`src/design/status_pin_pkg.sv`:
```
package status_pin_pkg;

	// ------------------------------------------------------------
	// register indices (byte address is four times the index)
	// ------------------------------------------------------------
	localparam logic [6:0] IDX_GLOBAL_CONFIG  = 7'h00;
	localparam logic [6:0] IDX_PIN_VALUE      = 7'h02;
	localparam logic [6:0] IDX_TX_SECTION_CFG = 7'h0C;
	localparam logic [6:0] IDX_TX_LINE_CFG    = 7'h0D;
	localparam logic [6:0] IDX_PIN_VALUE_ALT  = 7'h41;
	localparam logic [6:0] IDX_RX_LINE_CFG    = 7'h46;
	localparam logic [6:0] IDX_PIN_STATE      = 7'h50;

	// ------------------------------------------------------------
	// field positions
	// ------------------------------------------------------------
	localparam int GCFG_ALARM_SEL_BIT = 2;
	localparam int RX_LINE_CONFIG_DL_SEL0_BIT  = 0;
	localparam int RX_LINE_CONFIG_DL_SEL1_BIT  = 1;
	localparam int TX_LINE_CONFIG_DL_SEL_BIT   = 4;
	localparam int TX_SECTION_CONFIG_DL_SEL_BIT   = 6;

	// ------------------------------------------------------------
	// reset values
	// ------------------------------------------------------------
	localparam logic [7:0] RST_GLOBAL_CONFIG = 8'h00;
	localparam logic [7:0] RST_PIN_VALUE     = 8'h00;
	localparam logic [7:0] RST_TX_SECTION    = 8'h00;
	localparam logic [7:0] RST_TX_LINE       = 8'h00;
	localparam logic [7:0] RST_RX_LINE       = 8'h00;

	// ------------------------------------------------------------
	// test access port states
	// ------------------------------------------------------------
	typedef enum logic [3:0] {
		TAP_RESET      = 4'h0,
		TAP_IDLE       = 4'h1,
		TAP_DR_SELECT  = 4'h2,
		TAP_DR_CAPTURE = 4'h3,
		TAP_DR_SHIFT   = 4'h4,
		TAP_DR_EXIT1   = 4'h5,
		TAP_DR_PAUSE   = 4'h6,
		TAP_DR_EXIT2   = 4'h7,
		TAP_DR_UPDATE  = 4'h8,
		TAP_IR_SELECT  = 4'h9,
		TAP_IR_CAPTURE = 4'hA,
		TAP_IR_SHIFT   = 4'hB,
		TAP_IR_EXIT1   = 4'hC,
		TAP_IR_PAUSE   = 4'hD,
		TAP_IR_EXIT2   = 4'hE,
		TAP_IR_UPDATE  = 4'hF
	} tap_state_t;

endpackage

```
`src/design/status_output_pin_mux.sv`:
```
`timescale 1ns/1ps
//
// Contract
// - pin 7 is value bit 7 or signal_absent
// - wan: pin 7 carries receive link clock
// - pin 6 is value bit 6 or frame_lost
// - wan: pin 6 carries receive link data
// - pin 5 is value bit 5 or pointer_invalid
// - wan: pin 5 high for first-group receive octets
// - pin 4 is value bit 4 or line_alarm_forward
// - wan: pin 4 carries transmit link clock
// - pin 3 is value bit 3 or line_far_defect
// - wan: pin 3 high for first-group transmit bits
// - pin 2 is value bit 2 or path_alarm_forward
// - wan: pin 2 pulses each cell slot start
// - pin 1 is value bit 1 or path_far_defect
// - pin 0 is value bit 0 or cell_delineation_lost
// - low test reset clears boundary-scan logic
// - mode and data sampled on test clock rise
//
module status_output_pin_mux
	import status_pin_pkg::*;
#(
	parameter bit WAN_VARIANT = 1'b1
)
(
	input  wire logic        clk,
	input  wire logic        rst_n,
	// apb slave
	input  wire logic        psel,
	input  wire logic        penable,
	input  wire logic        pwrite,
	input  wire logic [8:0]  paddr,
	input  wire logic [31:0] pwdata,
	output logic [31:0]      prdata,
	output logic             pready,
	output logic             pslverr,
	// live alarms from the core, same clock
	input  wire logic        signal_absent,
	input  wire logic        frame_lost,
	input  wire logic        pointer_invalid,
	input  wire logic        line_alarm_forward,
	input  wire logic        line_far_defect,
	input  wire logic        path_alarm_forward,
	input  wire logic        path_far_defect,
	input  wire logic        cell_delineation_lost,
	// overhead data link timing from the core, same clock
	input  wire logic        rx_link_clk,
	input  wire logic        rx_link_data,
	input  wire logic        rx_link_first_group,
	input  wire logic        tx_link_clk,
	input  wire logic        tx_link_first_group,
	// toggles once per cell slot, utopia transmit domain
	input  wire logic        cell_slot_toggle,
	// boundary-scan pins, asynchronous to clk
	input  wire logic        test_reset_n,
	input  wire logic        test_clk,
	input  wire logic        test_mode_sel,
	input  wire logic        test_data_in,
	output logic             test_data_out,
	// board-facing status pins
	output logic [7:0]       status_pins
);

	// ------------------------------------------------------------
	// register storage
	// ------------------------------------------------------------
	logic [7:0] global_config_reg;  // bit 2 picks live alarms
	logic [7:0] pin_value_reg;      // software-driven pin levels
	logic [7:0] tx_section_config_reg;
	logic [7:0] tx_line_config_reg;
	logic [7:0] rx_line_config_reg;

	// ------------------------------------------------------------
	// apb decode
	// ------------------------------------------------------------
	logic       access_done;  // edge at which the transfer completes
	logic [6:0] reg_index;
	logic       addr_ok;

	// true for every index that has a register behind it
	function automatic logic index_mapped(input logic [6:0] idx);
		case (idx)
			IDX_GLOBAL_CONFIG, IDX_PIN_VALUE, IDX_TX_SECTION_CFG,
			IDX_TX_LINE_CFG, IDX_PIN_VALUE_ALT, IDX_RX_LINE_CFG,
			IDX_PIN_STATE: index_mapped = 1'b1;
			default:       index_mapped = 1'b0;
		endcase
	endfunction

	assign reg_index   = paddr[8:2];
	// byte lanes other than word-aligned addresses are not decoded
	assign addr_ok     = index_mapped(reg_index) && (paddr[1:0] == 2'b00);
	assign access_done = psel && penable && pready;

	// one wait state keeps pready a plain flop output
	always_ff @(posedge clk)
	begin
		if (!rst_n)
			pready <= 1'b0;
		else
			pready <= psel && penable && !pready;
	end

	// read data and error flag are set up together with pready
	always_ff @(posedge clk)
	begin
		if (!rst_n)
		begin
			prdata  <= 32'h0000_0000;
			pslverr <= 1'b0;
		end
		else if (psel && penable && !pready)
		begin
			pslverr <= !addr_ok;
			prdata  <= 32'h0000_0000;
			if (!pwrite)
			begin
				case (reg_index)
					IDX_GLOBAL_CONFIG:
						prdata <= {24'h00_0000, global_config_reg};
					IDX_PIN_VALUE, IDX_PIN_VALUE_ALT:
						prdata <= {24'h00_0000, pin_value_reg};
					IDX_TX_SECTION_CFG:
						prdata <= {24'h00_0000, tx_section_config_reg};
					IDX_TX_LINE_CFG:
						prdata <= {24'h00_0000, tx_line_config_reg};
					IDX_RX_LINE_CFG:
						prdata <= {24'h00_0000, rx_line_config_reg};
					IDX_PIN_STATE:
						prdata <= {24'h00_0000, status_pins};
					default:
						prdata <= 32'h0000_0000;
				endcase
			end
		end
		else
		begin
			pslverr <= 1'b0;
		end
	end

	// writes land only at the completing edge; both value offsets
	// alias one register so either view drives all eight pins
	always_ff @(posedge clk)
	begin
		if (!rst_n)
		begin
			global_config_reg     <= RST_GLOBAL_CONFIG;
			pin_value_reg         <= RST_PIN_VALUE;
			tx_section_config_reg <= RST_TX_SECTION;
			tx_line_config_reg    <= RST_TX_LINE;
			rx_line_config_reg    <= RST_RX_LINE;
		end
		else if (access_done && pwrite && addr_ok)
		begin
			case (reg_index)
				IDX_GLOBAL_CONFIG:  global_config_reg     <= pwdata[7:0];
				IDX_PIN_VALUE:      pin_value_reg         <= pwdata[7:0];
				IDX_PIN_VALUE_ALT:  pin_value_reg         <= pwdata[7:0];
				IDX_TX_SECTION_CFG: tx_section_config_reg <= pwdata[7:0];
				IDX_TX_LINE_CFG:    tx_line_config_reg    <= pwdata[7:0];
				IDX_RX_LINE_CFG:    rx_line_config_reg    <= pwdata[7:0];
				default:            ;  // pin state view is read only
			endcase
		end
	end

	// ------------------------------------------------------------
	// cell slot event crossing
	// ------------------------------------------------------------
	logic [2:0] slot_sync;       // [0] is only read by [1]
	logic       slot_level_reg;  // toggle level last counted
	logic       slot_settled;    // stages two and three agree
	logic       slot_pulse;      // one clk per cell slot start

	// toggle crossing: one clk pulse per slot, while each toggle level lasts over two clk edges
	always_ff @(posedge clk)
	begin
		if (!rst_n)
			slot_sync <= 3'b000;
		else
			slot_sync <= {slot_sync[1:0], cell_slot_toggle};
	end

	// a change counts only once the last two stages agree, so a
	// toggle caught mid-flight in stage one never fires twice
	assign slot_settled = slot_sync[2] == slot_sync[1];

	// settled level remembers which toggle level was last counted
	always_ff @(posedge clk)
	begin
		if (!rst_n)
			slot_level_reg <= 1'b0;
		else if (slot_settled)
			slot_level_reg <= slot_sync[2];
	end

	// one pulse per settled change; costs one cycle of latency
	assign slot_pulse = slot_settled &&
		(slot_sync[2] != slot_level_reg);

	// ------------------------------------------------------------
	// pin source selection
	// ------------------------------------------------------------
	logic       rx_link_sel;
	logic       tx_link_sel;
	logic [7:0] alarms;
	logic [7:0] pins_next;

	// receive link owns pins 7..5, transmit link owns pins 4..2
	assign rx_link_sel = WAN_VARIANT &&
		(rx_line_config_reg[RX_LINE_CONFIG_DL_SEL0_BIT] ||
		 rx_line_config_reg[RX_LINE_CONFIG_DL_SEL1_BIT]);
	assign tx_link_sel = WAN_VARIANT &&
		(tx_line_config_reg[TX_LINE_CONFIG_DL_SEL_BIT] ||
		 tx_section_config_reg[TX_SECTION_CONFIG_DL_SEL_BIT]);

	assign alarms = {signal_absent, frame_lost, pointer_invalid,
		line_alarm_forward, line_far_defect, path_alarm_forward,
		path_far_defect, cell_delineation_lost};

	// link functions win over the alarm / register choice
	always_comb
	begin
		pins_next = global_config_reg[GCFG_ALARM_SEL_BIT] ?
			alarms : pin_value_reg;
		if (rx_link_sel)
		begin
			pins_next[7] = rx_link_clk;
			pins_next[6] = rx_link_data;
			pins_next[5] = rx_link_first_group;
		end
		if (tx_link_sel)
		begin
			pins_next[4] = tx_link_clk;
			// board must shift first-group bits while this is high
			pins_next[3] = tx_link_first_group;
			pins_next[2] = slot_pulse;
		end
	end

	// pins are flopped, so each source shows one clk later
	always_ff @(posedge clk)
	begin
		if (!rst_n)
			status_pins <= 8'h00;
		else
			status_pins <= pins_next;
	end

	// ------------------------------------------------------------
	// boundary-scan port (bypass only)
	// ------------------------------------------------------------
	logic [2:0] trst_sync;  // test reset, low active
	logic [2:0] tck_sync;
	logic [2:0] tms_sync;
	logic [2:0] tdi_sync;
	logic       tck_level_reg;  // settled test clock level
	logic       tck_settled;    // stages two and three agree
	logic       tck_rise;       // one clk per test clock rise
	logic       tap_reset;
	tap_state_t tap_state_reg;
	tap_state_t tap_state_next;
	logic       bypass_reg;

	// three stages; test reset asserts and test clock counts a change once stages two and three agree, mode and data are read at stage three
	always_ff @(posedge clk)
	begin
		if (!rst_n)
		begin
			trst_sync <= 3'b111;
			tck_sync  <= 3'b000;
			tms_sync  <= 3'b111;
			tdi_sync  <= 3'b111;
		end
		else
		begin
			trst_sync <= {trst_sync[1:0], test_reset_n};
			tck_sync  <= {tck_sync[1:0], test_clk};
			tms_sync  <= {tms_sync[1:0], test_mode_sel};
			tdi_sync  <= {tdi_sync[1:0], test_data_in};
		end
	end

	// the pad pull-up makes an open pin read high, i.e. inactive
	assign tap_reset = !trst_sync[2] && !trst_sync[1];
	assign tck_settled = tck_sync[2] == tck_sync[1];
	// a rise counts once stages two and three agree on high
	assign tck_rise  = tck_settled && tck_sync[2] && !tck_level_reg;

	// reset low, the idle level of the test clock, so that no
	// false rise follows reset
	always_ff @(posedge clk)
	begin
		if (!rst_n)
			tck_level_reg <= 1'b0;
		else if (tck_settled)
			tck_level_reg <= tck_sync[2];
	end

	// standard tap walk driven by the mode-select level
	always_comb
	begin
		tap_state_next = TAP_RESET;
		case (tap_state_reg)
			TAP_RESET:      tap_state_next = tms_sync[2] ? TAP_RESET
				: TAP_IDLE;
			TAP_IDLE:       tap_state_next = tms_sync[2] ? TAP_DR_SELECT
				: TAP_IDLE;
			TAP_DR_SELECT:  tap_state_next = tms_sync[2] ? TAP_IR_SELECT
				: TAP_DR_CAPTURE;
			TAP_DR_CAPTURE: tap_state_next = tms_sync[2] ? TAP_DR_EXIT1
				: TAP_DR_SHIFT;
			TAP_DR_SHIFT:   tap_state_next = tms_sync[2] ? TAP_DR_EXIT1
				: TAP_DR_SHIFT;
			TAP_DR_EXIT1:   tap_state_next = tms_sync[2] ? TAP_DR_UPDATE
				: TAP_DR_PAUSE;
			TAP_DR_PAUSE:   tap_state_next = tms_sync[2] ? TAP_DR_EXIT2
				: TAP_DR_PAUSE;
			TAP_DR_EXIT2:   tap_state_next = tms_sync[2] ? TAP_DR_UPDATE
				: TAP_DR_SHIFT;
			TAP_DR_UPDATE:  tap_state_next = tms_sync[2] ? TAP_DR_SELECT
				: TAP_IDLE;
			TAP_IR_SELECT:  tap_state_next = tms_sync[2] ? TAP_RESET
				: TAP_IR_CAPTURE;
			TAP_IR_CAPTURE: tap_state_next = tms_sync[2] ? TAP_IR_EXIT1
				: TAP_IR_SHIFT;
			TAP_IR_SHIFT:   tap_state_next = tms_sync[2] ? TAP_IR_EXIT1
				: TAP_IR_SHIFT;
			TAP_IR_EXIT1:   tap_state_next = tms_sync[2] ? TAP_IR_UPDATE
				: TAP_IR_PAUSE;
			TAP_IR_PAUSE:   tap_state_next = tms_sync[2] ? TAP_IR_EXIT2
				: TAP_IR_PAUSE;
			TAP_IR_EXIT2:   tap_state_next = tms_sync[2] ? TAP_IR_UPDATE
				: TAP_IR_SHIFT;
			TAP_IR_UPDATE:  tap_state_next = tms_sync[2] ? TAP_DR_SELECT
				: TAP_IDLE;
			default:        tap_state_next = TAP_RESET;
		endcase
	end

	// state moves only on a detected test clock rise or a reset
	always_ff @(posedge clk)
	begin
		if (!rst_n || tap_reset)
			tap_state_reg <= TAP_RESET;
		else if (tck_rise)
			tap_state_reg <= tap_state_next;
	end

	// one-bit bypass path; instruction shift also uses it
	always_ff @(posedge clk)
	begin
		if (!rst_n || tap_reset)
			bypass_reg <= 1'b0;
		else if (tck_rise && (tap_state_reg == TAP_DR_SHIFT ||
			tap_state_reg == TAP_IR_SHIFT))
			bypass_reg <= tdi_sync[2];
		else if (tck_rise && tap_state_reg == TAP_DR_CAPTURE)
			bypass_reg <= 1'b0;
	end

	// output follows the bypass bit, held low outside shifting
	always_ff @(posedge clk)
	begin
		if (!rst_n || tap_reset)
			test_data_out <= 1'b0;
		else if (tap_state_reg == TAP_DR_SHIFT ||
			tap_state_reg == TAP_IR_SHIFT)
			test_data_out <= bypass_reg;
		else
			test_data_out <= 1'b0;
	end

endmodule

```
`config.mk`:
```
export PLATFORM = sky130hd
export DESIGN_NAME = status_output_pin_mux
export DESIGN_NICKNAME = d
export VERILOG_FILES = /design/src/design/status_pin_pkg.sv /design/src/design/status_output_pin_mux.sv
export SDC_FILE = /design/constraint.sdc
export NUM_CORES = 1
export LEC_CHECK = 0
export ABC_CLOCK_PERIOD_IN_PS = 2400
export BUFFER_PORTS_ARGS = -buffer_cell sky130_fd_sc_hd__clkbuf_2
export CELL_PAD_IN_SITES_DETAIL_PLACEMENT = 0
export CELL_PAD_IN_SITES_GLOBAL_PLACEMENT = 1
export CORE_AREA = 3 3 79 136
export DETAILED_ROUTE_END_ITERATION = 16
export DIE_AREA = 0 0 82 139
export HOLD_SLACK_MARGIN = 0.02
export PLACE_DENSITY = 0.75
export SLEW_MARGIN = 25
export SYNTH_ARGS = -nofsm -noshare
export SYNTH_HDL_FRONTEND = slang
export SYNTH_SLANG_ARGS = --single-unit
```
`constraint.sdc`:
```
create_clock -name clk -period 2.4 [get_ports clk]
set_input_delay 0.12 -clock clk [delete_from_list [all_inputs] [get_ports clk]]
set_output_delay 0.12 -clock clk [all_outputs]
set_load 0.01 [all_outputs]
```
After elaboration in Yosys (flattened, before gate mapping)

Index checks and enable logic that the tools add are counted.

Memories: 0
Bits in latches: 0
Memory bits (read-only): 0
Output and inout port bits: 43
Register bits after elaboration: 105
RAM bits: 0

$lt $le $gt $ge: 0
Bitwise logic cells: 1
Shifts and indexed selects: 0
Div/mod/pow operators: 0
Multiply operators: 0
Equality and inequality tests: 24
Add/subtract/negate cells: 0
Reductions and logical operators: 38
Multiplexer cells: 21

Operators by type and width:

| operator                                                               | count |
|---|---|
| 4-bit one-hot mux with 12 select lines                                 | 1 |
| 8-bit one-hot mux with 6 select lines                                  | 1 |
| 4-bit equality test (second input constant)                            | 8 |
| 7-bit equality test (second input constant)                            | 3 |
| 4-bit by 3-bit equality test with 1-bit output (second input constant) | 4 |
| 4-bit two-way mux                                                      | 4 |
| 8-bit two-way mux                                                      | 2 |
| 7-bit by 4-bit equality test with 1-bit output (second input constant) | 2 |
| 1-bit logical AND                                                      | 12 |
| 3-bit two-way mux                                                      | 4 |
| 2-bit AND reduction                                                    | 6 |
| 4-bit by 2-bit equality test with 1-bit output (second input constant) | 2 |
| 2-bit OR reduction                                                     | 4 |
| 7-bit by 2-bit equality test with 1-bit output (second input constant) | 1 |
| 7-bit zero test                                                        | 1 |
| 7-bit OR reduction                                                     | 1 |
| 1-bit zero test                                                        | 6 |
| 1-bit two-way mux                                                      | 6 |
| 2-bit two-way mux                                                      | 3 |
| 4-bit by 1-bit equality test with 1-bit output (second input constant) | 1 |
| 4-bit zero test                                                        | 1 |
| 1-bit logical OR                                                       | 4 |
| 3-bit OR reduction                                                     | 1 |
| 1-bit equality test                                                    | 2 |
| other kinds (4)                                                        | 4 |

Logic depth before layout (Yosys ltp)

Gate-level depths: netlist (run 1).

Depth after elaboration: 6
Gate-level depth with buffers: 7

Worst setup path after synthesis (run 1)

Ideal clock, no wire load.

Path type: register -> register
From: register pready
To: register global_config_reg[0]
Stages on the path, launching flop included: 6
Data arrival time: 1,678 ps
Clock period less this slack: 1,795 ps
Library setup time: 116 ps
Data required time: 2,284 ps
Setup slack: 605 ps
Cell sequence: dfxtp_1 > nand2_1 > or4_4 > nor3_4 > mux2i_1 > nor2b_1

Cells in the longest elaborated chain, start to end: 4

RTL lines:

| element                        | RTL line                     | source |
|---|---|---|
| start: declaration             | status_output_pin_mux.sv:36  | `output logic pready,` |
| start signal: assignment       | status_output_pin_mux.sv:102 | `pready <= psel && penable && !pready;` |
| 1-bit logical AND              | status_output_pin_mux.sv:94  | `assign access_done = psel && penable && pready;` |
| 1-bit logical AND (2 in a row) | status_output_pin_mux.sv:155 | `else if (access_done && pwrite && addr_ok)` |
| 2-bit AND reduction (no line)  | -                            |  |
| end signal: assignment         | status_output_pin_mux.sv:158 | `IDX_GLOBAL_CONFIG: global_config_reg <= pwdata[7:0];` |
| end: declaration               | status_output_pin_mux.sv:68  | `logic [7:0] global_config_reg;` |

No other way between the ends.
A chain may end at the register's enable or synchronous reset.

Worst setup path in the final report (run 1)

From: register pready
To: register global_config_reg[6]

The elaborated chain is that of the path after synthesis.

==> results.yml, run 1 <==
status:
  status: "finished clean"
power_and_ir_drop:
  p_leak_nw: 1.77
  power_frac_comb: 0.052
  p_sw_frac: 0.208
  power_frac_seq: 0.484
  p_per_area_mw_per_mm2: 632
  peakVddDrop_mv: 0.360
  clockPowerShare: 0.463
  p_total_mw: 2.81
  p_int_mw: 2.23
  netSwitchingPower_uw: 585
yosys:
  yosysMostFrequentCell: "dfxtp_1"
  ys_seq_area_frac: 0.431
  synthAdderAreaFrac: 0.00332
  synthMuxAreaShare: 0.154
  netlist_instances: 383
  synth_cell_types: 51
  synth_compound_area_frac: 0.125
  ys_ff_latch: 81
  synthesis.area_mm2: 0.00376
  yosysTopAreaCellShare: 0.431
  avgSynthCellArea_um2: 9.83
  synth_area_leaders: "dfxtp_1, mux2i_1, nor2b_1, buf_4, nand2_1"
  synth_area_leader_cell: "dfxtp_1"
  synth_flop_cell: "dfxtp_1"
  synth_top_family_by_area: "simple AND/OR/NAND/NOR gates"
  yosys-top-cells-count: "dfxtp_1, mux2i_1, nor2b_1"
  synth_edf_count: 0
  synthSimpleGateAreaFrac: 0.212
  synth-async-reset-ratio: 0
  synth-xor-area-share: 0
  ys_warn_count: 0
placement:
  dp_hpwl_um: 6360
  post-place-ws_ps: 472
  gp_congestion: 0.786
  port-buffer-count: 58
  dpl.cell_count: 559
clock_network:
  cts_tree: "yes"
  cts_hold_buffers: 5
  cts_resized: 0
  clock_path_buffers: 2
  insertion_delay_ps: 330
  htree_levels: 3
  clock-sinks: 81
  path_clk_slew_ps: 60
  postCtsSetupBuffers: 0
  cts_buffers: 9
  root_buffer: "clkbuf_16"
floorplan:
  io_pins: 107
  row_count: 48
  die_x_um: 82
  die_y_um: 139
  die_area_mm2: 0.0114
  start_util: 0.382
  core_mm2: 0.00985
critical_path:
  cp-start-kind: "register"
  startpoint: "pready"
  cp_max_fo: 8
  worstSetupPathType: "reg -> reg"
  regToRegStartpoint: "pready"
  endpoint_kind: "register"
  required_ps: 2620
  cp_data_arrival_time_ps: 2020
grt:
  antenna_found_initial: 0
  grt_pass1_vias: 2930
  grt_pass1_wl_um: 14300
  grt.total_usage: 0.166
  grt-ovfl-total: 0
  grt_max_degree: 45
drt:
  first_iter_violations: 109
  drtAntennaViolNets: 0
  drt-total-wl_um: 9030
  drt-wirelength-per-cell_um: 15.7
  routed_via_density: 4.96
  num_vias: 2859
  drcViolationCount: 0
  drt_first_pass_iters: 6
worst_hold_path:
  hold_class: "in -> reg"
  hold_start: "rx_link_data"
timing:
  skew_ps: 4.76
  rsz0062_at_grt: "no"
  setup_ws_ps: 598
  final-setup-viol-count: 0
  finalHoldViolCount: 0
  min_period_ps: 1800
  min_period_over_period: 0.751
  fmaxAchievable_mhz: 555
  slew_headroom: 0.497
  worst_slew_pin_slew_ps: 746
  finalSetupTns_ps: 0
  slew_violations: 0
layout:
  antenna_cells: 0
  synthToLayoutAreaGrowth_pct: 18.1
  instances_no_fill: 576
  fin_nets: 515
  layout-drive-gt1-share: 0.206
job:
  maxCapViolCount: 0
[logic make-up after synthesis]
family          Yosys count
simple gates            129
other cells               1
fa+ha+maj                 1
buf+inv                  46
flops                    81
mux                      58
compound gates           67
[power by group through the flow]
stage	combinational, mW	clock (mW)	sequential (mW)
floorplan	0.106	0	1.39
global placement	0.139	0	1.39
detailed placement	0.141	0	1.39
CTS	0.147	1.34	1.36
global route	0.163	1.39	1.36
finish	0.147	1.30	1.36
[cells in the final DEF (no fill, tap or decap), types with 8 or more instances in the layout]
cell type   n
a211oi_1    8
a21oi_1     8
and2_1      8
buf_4      12
clkbuf_16   9
clkbuf_2   58
conb_1     24
dfxtp_1    81
mux2i_1    58
nand2_1    24
nand2b_1   10
nor2_1     11
nor2b_1    45
o21ai_1    13
[metal layers]
layer	part of all wire	global-route usage	up-vias
li1	-	-	1438
met1	0.42	0.186	1354
met2	0.53	0.297	58
met3	0.035	0.0358	9
met4	0.015	0.0613	0
met5	0	0	-
[through the flow]
step,cell area [um^2],utilization,hold WS (ps)
global placement,4130,0.419,327
global route,4450,0.452,32.9
detailed placement,4130,0.419,326
floorplan,3850,-,221
finish,4450,0.452,27.0
CTS,4450,0.452,20.7
[cell type report]
type	count	area [um^2]
fillers	996	5400
multi-input cells	279	1950
flip-flops and latches	81	1620
repair buffers	75	430
clock buffers	11	243
well taps	125	156
clock inverters	1	30.0
inverters	4	15.0
[worst max-delay path, cell delays in order (launching register included)]
cell and delay (ps):
dfxtp_1 380, nand2_1 90, or4_4 530, nor3_4 190, buf_4 240, mux2i_1 220, nor2b_1 60
[worst paths after layout]
path                               end  slack, ps  cells past startpoint
setup reg to reg  global_config_reg[6]        600                      6
setup / recovery  global_config_reg[6]        600                      6
hold / removal          status_pins[6]         30                      2
hold reg to reg            tdi_sync[2]        400                      1
Power figures use the tool's default switching activity.
==> inputs of run 2 (changes only) <==
ABC_AREA = 1   (was default)
ABC_CLOCK_PERIOD_IN_PS = 1900   (was 2400)
CORE_AREA = 3 3 83 144   (was 3 3 79 136)
DIE_AREA = 0 0 86 147   (was 0 0 82 139)
PLACE_DENSITY = 0.76   (was 0.75)
clock period = 1.9 ns   (was 2.4 ns; I/O delays follow)
==> run 2 against run 1 <==
Effect of this change: largest power group unchanged; critical path depth rose by 3; area after synthesis rose by 6.8%; first-iteration DRC count rose by 120%; worst setup slack got worse by 240 ps; fmax rose by 17%; utilization fell by 1.1 points; die area rose by 11%; critical endpoint is now bypass_reg; power rose by 29%; cell count rose by 40%; non-clock buffer count rose by 4.
==> results.yml, run 2 <==
status:
  status: "finished clean"
layout:
  fin_area_mm2: 0.00477
  layout_common_cells: "nand2_1, nor2_1, dfxtp_1, inv_1, clkbuf_2"
  layout-drive-gt1-share: 0.169
  fin_nets: 735
  synthToLayoutAreaGrowth_pct: 18.7
  final_common_cell: "nand2_1"
  fill_cells: 1134
  antenna_cells: 0
  multiInputGateArea_mm2: 0.00195
  instances_no_fill: 805
  layout.area.seq_mm2: 0.00162
yosys:
  yosys-top-cells-count: "nand2_1, nor2_1, dfxtp_1"
  avgSynthCellArea_um2: 6.75
  yosysTopAreaCellShare: 0.403
  synth_cell_types: 34
  synthesis.area_mm2: 0.00402
  ys_seq_area_frac: 0.403
  synth_flop_cell: "dfxtp_1"
  ys_warn_count: 0
  synth_area_leaders: "dfxtp_1, nand2_1, nor2_1, inv_1, buf_4"
  synth_area_leader_cell: "dfxtp_1"
  synth_edf_count: 0
  synth-async-reset-ratio: 0
  ys_ff_latch: 81
  netlist_instances: 596
  yosysMostFrequentCell: "nand2_1"
critical_path:
  endpoint_kind: "register"
  cp_num_buf_inv: 1
  crit_path_max_incr_delay_ps: 410
  crit_path_top_delay_cell: "dfxtp_1"
  worstSetupPathType: "reg -> reg"
  cp_cell_sequence: "inv_1 > nor2_1 > nand2_1 > o21ai_1 > o21ai_0 > nor2_1 > nor2_1 > o21ai_1 > a21oi_1"
  critPathMostFrequentCell: "nor2_1"
  cp_max_fo: 7
  cp_data_arrival_time_ps: 1740
  cp-start-kind: "register"
  required_ps: 2100
  crit_family: "simple AND/OR/NAND/NOR gates"
grt:
  grt.total_usage: 0.167
  antenna_found_initial: 0
  grt-ovfl-total: 0
  grt_pass1_vias: 3416
  grt_pass1_wl_um: 16800
  grt_max_degree: 56
drt:
  drt-total-wl_um: 10100
  first_iter_violations: 240
  drt-wirelength-per-cell_um: 12.6
  drt_first_pass_iters: 5
  drtAntennaViolNets: 0
  drcViolationCount: 0
  routed_via_density: 4.56
  num_vias: 3671
timing:
  fmaxAchievable_mhz: 650
  finalSetupTns_ps: 0
  worst_slew_pin_slew_ps: 693
  final-setup-viol-count: 0
  finalHoldViolCount: 0
  rsz0062_at_grt: "no"
  slew_violations: 0
  min_period_over_period: 0.810
  slew_headroom: 0.533
  skew_ps: 6.69
  min_period_ps: 1540
clock_network:
  path_clk_slew_ps: 70
  clock_path_buffers: 2
  cts_hold_buffers: 10
  cts_tree: "yes"
  postCtsSetupBuffers: 0
  insertion_delay_ps: 340
  cts_resized: 0
  root_buffer: "clkbuf_16"
  clock-sinks: 81
  htree_levels: 3
  cts_buffers: 9
floorplan:
  die_x_um: 86
  io_pins: 107
  die_y_um: 147
  core_mm2: 0.0108
  die_area_mm2: 0.0126
  row_count: 50
  start_util: 0.371
worst_hold_path:
  hold_class: "in -> reg"
placement:
  port-buffer-count: 58
  placed_area_mm2: 0.00438
  gp_congestion: 0.827
  dpl.cell_count: 779
  dp_hpwl_um: 7450
power_and_ir_drop:
  peakVddDrop_mv: 0.467
  p_leak_nw: 2.45
  p_per_area_mw_per_mm2: 761
  p_total_mw: 3.63
job:
  maxCapViolCount: 0
run 2: cell types whose count changed after synthesis, moves of 10 or more:
cell,change
nor2_1,+102
nand2_1,+162
a21oi_1,+19
nor2b_1,-45
nand2b_1,-10
mux2i_1,-58
inv_1,+61
run 2: worst register-to-register path, stage by stage (launching register included):
cell and delay (ps):
dfxtp_1 410, inv_1 150, nor2_1 210, nand2_1 100, o21ai_1 80, o21ai_0 120
nor2_1 140, nor2_1 50, o21ai_1 70, a21oi_1 70
run 2: cell type report:
class,instances,area share
inverters,68,0.0535
clock inverters,7,0.0149
clock buffers,9,0.0472
flip-flops and latches,81,0.340
repair buffers,79,0.102
well taps,130,0.0341
multi-input cells,431,0.409
run 2: where the power goes:
part | leakage (nW) | switching, mW | internal (mW)
Clock | 0.146 | 0.791 | 0.927
Combinational | 1.64 | 0.125 | 0.0726
Sequential | 0.655 | 0.00566 | 1.71
Total | 2.45 | 0.922 | 2.71
run 2: path summary, 6_finish.rpt:
check	from	end	slack [ps]	cells after the start
max reg2reg	tap_state_reg[2]	bypass_reg	360	9
min	rx_link_first_group	status_pins[5]	50	3
min reg2reg	tms_sync[1]	tms_sync[2]	410	1
max	tap_state_reg[2]	bypass_reg	360	9
run 2: per-layer routing:
layer,global-route usage,vias up,part of all wire
met5,0,-,0
met4,0.0697,0,0.023
met3,0.0241,15,0.048
met2,0.296,91,0.52
met1,0.196,1623,0.41
li1,-,1942,-
run 2: logic make-up (layout without fill, tap and decap cells):
logic type                 Yosys count  in the layout  share of synthesized area
DFF                                 81             81                      0.403
adders and majority gates            1              1                    0.00311
and+or+nand+nor                    333            333                      0.356
other                                1             24                   0.000933
buffers and inverters              107            163                      0.133
AOI/OAI and AO/OA                   73             73                      0.104
run 2: per-stage QoR:
stage | hold WS (ps) | utilization | worst slack, ps
after global routing | 67.0 | 0.441 | 160
after detailed placement | 286 | 0.404 | 318
after CTS | 41.2 | 0.441 | 371
after floorplan | 193 | - | 469
final | 49.7 | 0.441 | 362
after global placement | 279 | 0.404 | 362
==> inputs of run 3 (changes only) <==
ABC_CLOCK_PERIOD_IN_PS = 1300   (was 1900)
CORE_AREA = 3 3 88 153   (was 3 3 83 144)
DIE_AREA = 0 0 91 156   (was 0 0 86 147)
PLACE_DENSITY = 0.71   (was 0.76)
clock period = 1.3 ns   (was 1.9 ns; I/O delays follow)
==> run 3 against run 2 <==
Effect of this change: non-clock buffer count is 26 higher; cell count increased by 8.4%; critical path depth shrank 1; wire length is 14% higher; sequential power rose by 46%; global-route usage down 1.3 points; cell area increased by 10%; register-to-register slack got worse by 350 ps; combinational power increased by 72%; via count up 6.5%; clock-buffer cell count is the same; utilization shrank 1.7 points; critical path type unchanged; largest cell class unchanged.
==> results.yml, run 3 (same netlist as run 2, synthesis figures left out) <==
status:
  status: "finished clean"
clock_network:
  cts_buffers: 9
  clock-sinks: 81
  root_buffer: "clkbuf_16"
  path_clk_slew_ps: 60
  clock_path_buffers: 2
  insertion_delay_ps: 340
  htree_levels: 3
  cts_tree: "yes"
drt:
  drt-wirelength-per-cell_um: 13.3
  drt_first_pass_iters: 4
  routed_via_density: 4.48
  drcViolationCount: 0
  first_iter_violations: 231
  drt-total-wl_um: 11600
  drtAntennaViolNets: 0
  num_vias: 3909
layout:
  layout_common_cells: "nand2_1, nor2_1, dfxtp_1, inv_1, clkbuf_2"
  fin_util: 0.424
  final_common_cell: "nand2_1"
  layout-drive-gt1-share: 0.252
  fin_nets: 765
  instances_no_fill: 873
  antenna_cells: 0
  fin_area_mm2: 0.00527
  synthToLayoutAreaGrowth_pct: 31.0
timing:
  holdWs_ps: 26.8
  rsz0062_at_grt: "yes"
  final-setup-viol-count: 0
  finalSetupTns_ps: 0
  skew_ps: 5.27
  min_period_over_period: 0.994
  fmaxAchievable_mhz: 774
  worst_slew_pin_slew_ps: 580
  finalHoldViolCount: 0
  slew_headroom: 0.613
  setup_ws_ps: 8.24
  slew_violations: 0
  min_period_ps: 1290
placement:
  placed_area_mm2: 0.00466
  gp_congestion: 0.814
  post-place-ws_ps: -173
  port-buffer-count: 58
  dp_hpwl_um: 8090
  dpl.cell_count: 839
floorplan:
  die_area_mm2: 0.0142
  core_mm2: 0.0124
  row_count: 54
  io_pins: 107
  start_util: 0.323
  die_x_um: 91
  die_y_um: 156
grt:
  antenna_found_initial: 0
  grt.total_usage: 0.153
  grt_max_degree: 39
  grt-ovfl-total: 0
  grt_pass1_vias: 3535
  grt_pass1_wl_um: 17400
power_and_ir_drop:
  peakVddDrop_mv: 0.540
  p_total_mw: 5.24
  p_leak_nw: 2.64
  p_per_area_mw_per_mm2: 995
critical_path:
  reg2regPathDepth: 8
  cp_data_arrival_time_ps: 1560
  worstSetupPathType: "reg -> reg"
  cp-start-kind: "register"
  cp_max_fo: 5
  required_ps: 1570
  endpoint_kind: "register"
worst_hold_path:
  holdPathStages: 3
  hold_class: "in -> reg"
job:
  maxCapViolCount: 0
[run 3: changes by cell type in the layout (fill, tap and decap cells not counted), sizes merged]
cell and delta:
clkinv +2, inv -3, buf +26, clkinvlp +1, nand4 +4
[run 3: path summary, 6_finish.rpt]
check / startpoint / to / slack, ps
max reg2reg: tap_state_reg[1] / tap_state_reg[1] / 8
min: rx_link_data / status_pins[6] / 30
max: tap_state_reg[1] / tap_state_reg[1] / 8
min reg2reg: tdi_sync[0] / tdi_sync[1] / 410
[run 3: report_power, final]
group	total [mW]	internal, mW	switching, mW	leakage (nW)
Sequential	2.51	2.50	0.00839	0.658
Clock	2.39	1.31	1.08	0.138
Combinational	0.340	0.126	0.215	1.84
[run 3: repair_timing]
item | 4_1_cts | 5_1_grt
pin swaps | 6 | 12
gates resized for setup | 9 | 33
cloned | 0 | 4
setup endpoints to repair | 23 | 52
hold endpoints to repair | 10 | 0
hold buffers | 10 | 0
buffers inserted | 3 | 1
[run 3: critical path, cell delays in order, from the launching register on]
cell and delay [ps]:
dfxtp_2 340, inv_2 60, buf_4 140, nand2_1 70, a21oi_1 170, a21oi_1 90
o21ai_1 160, nand2_1 80, a21oi_1 110
[run 3: cell type report]
class                   instances  area [um^2]
flip-flops and latches         81         1630
inverters                      68          264
multi-input cells             435         2150
well taps                     168          210
repair buffers                105          731
clock inverters                 7         55.1
clock buffers                   9          225
fillers                      1329         7170
[run 3: per-layer routing]
layer,vias up,global-route usage,share of wire
li1,2017,-,-
met1,1775,0.179,0.40
met2,96,0.281,0.54
met3,21,0.0145,0.032
met4,0,0.0705,0.024
met5,-,0,0
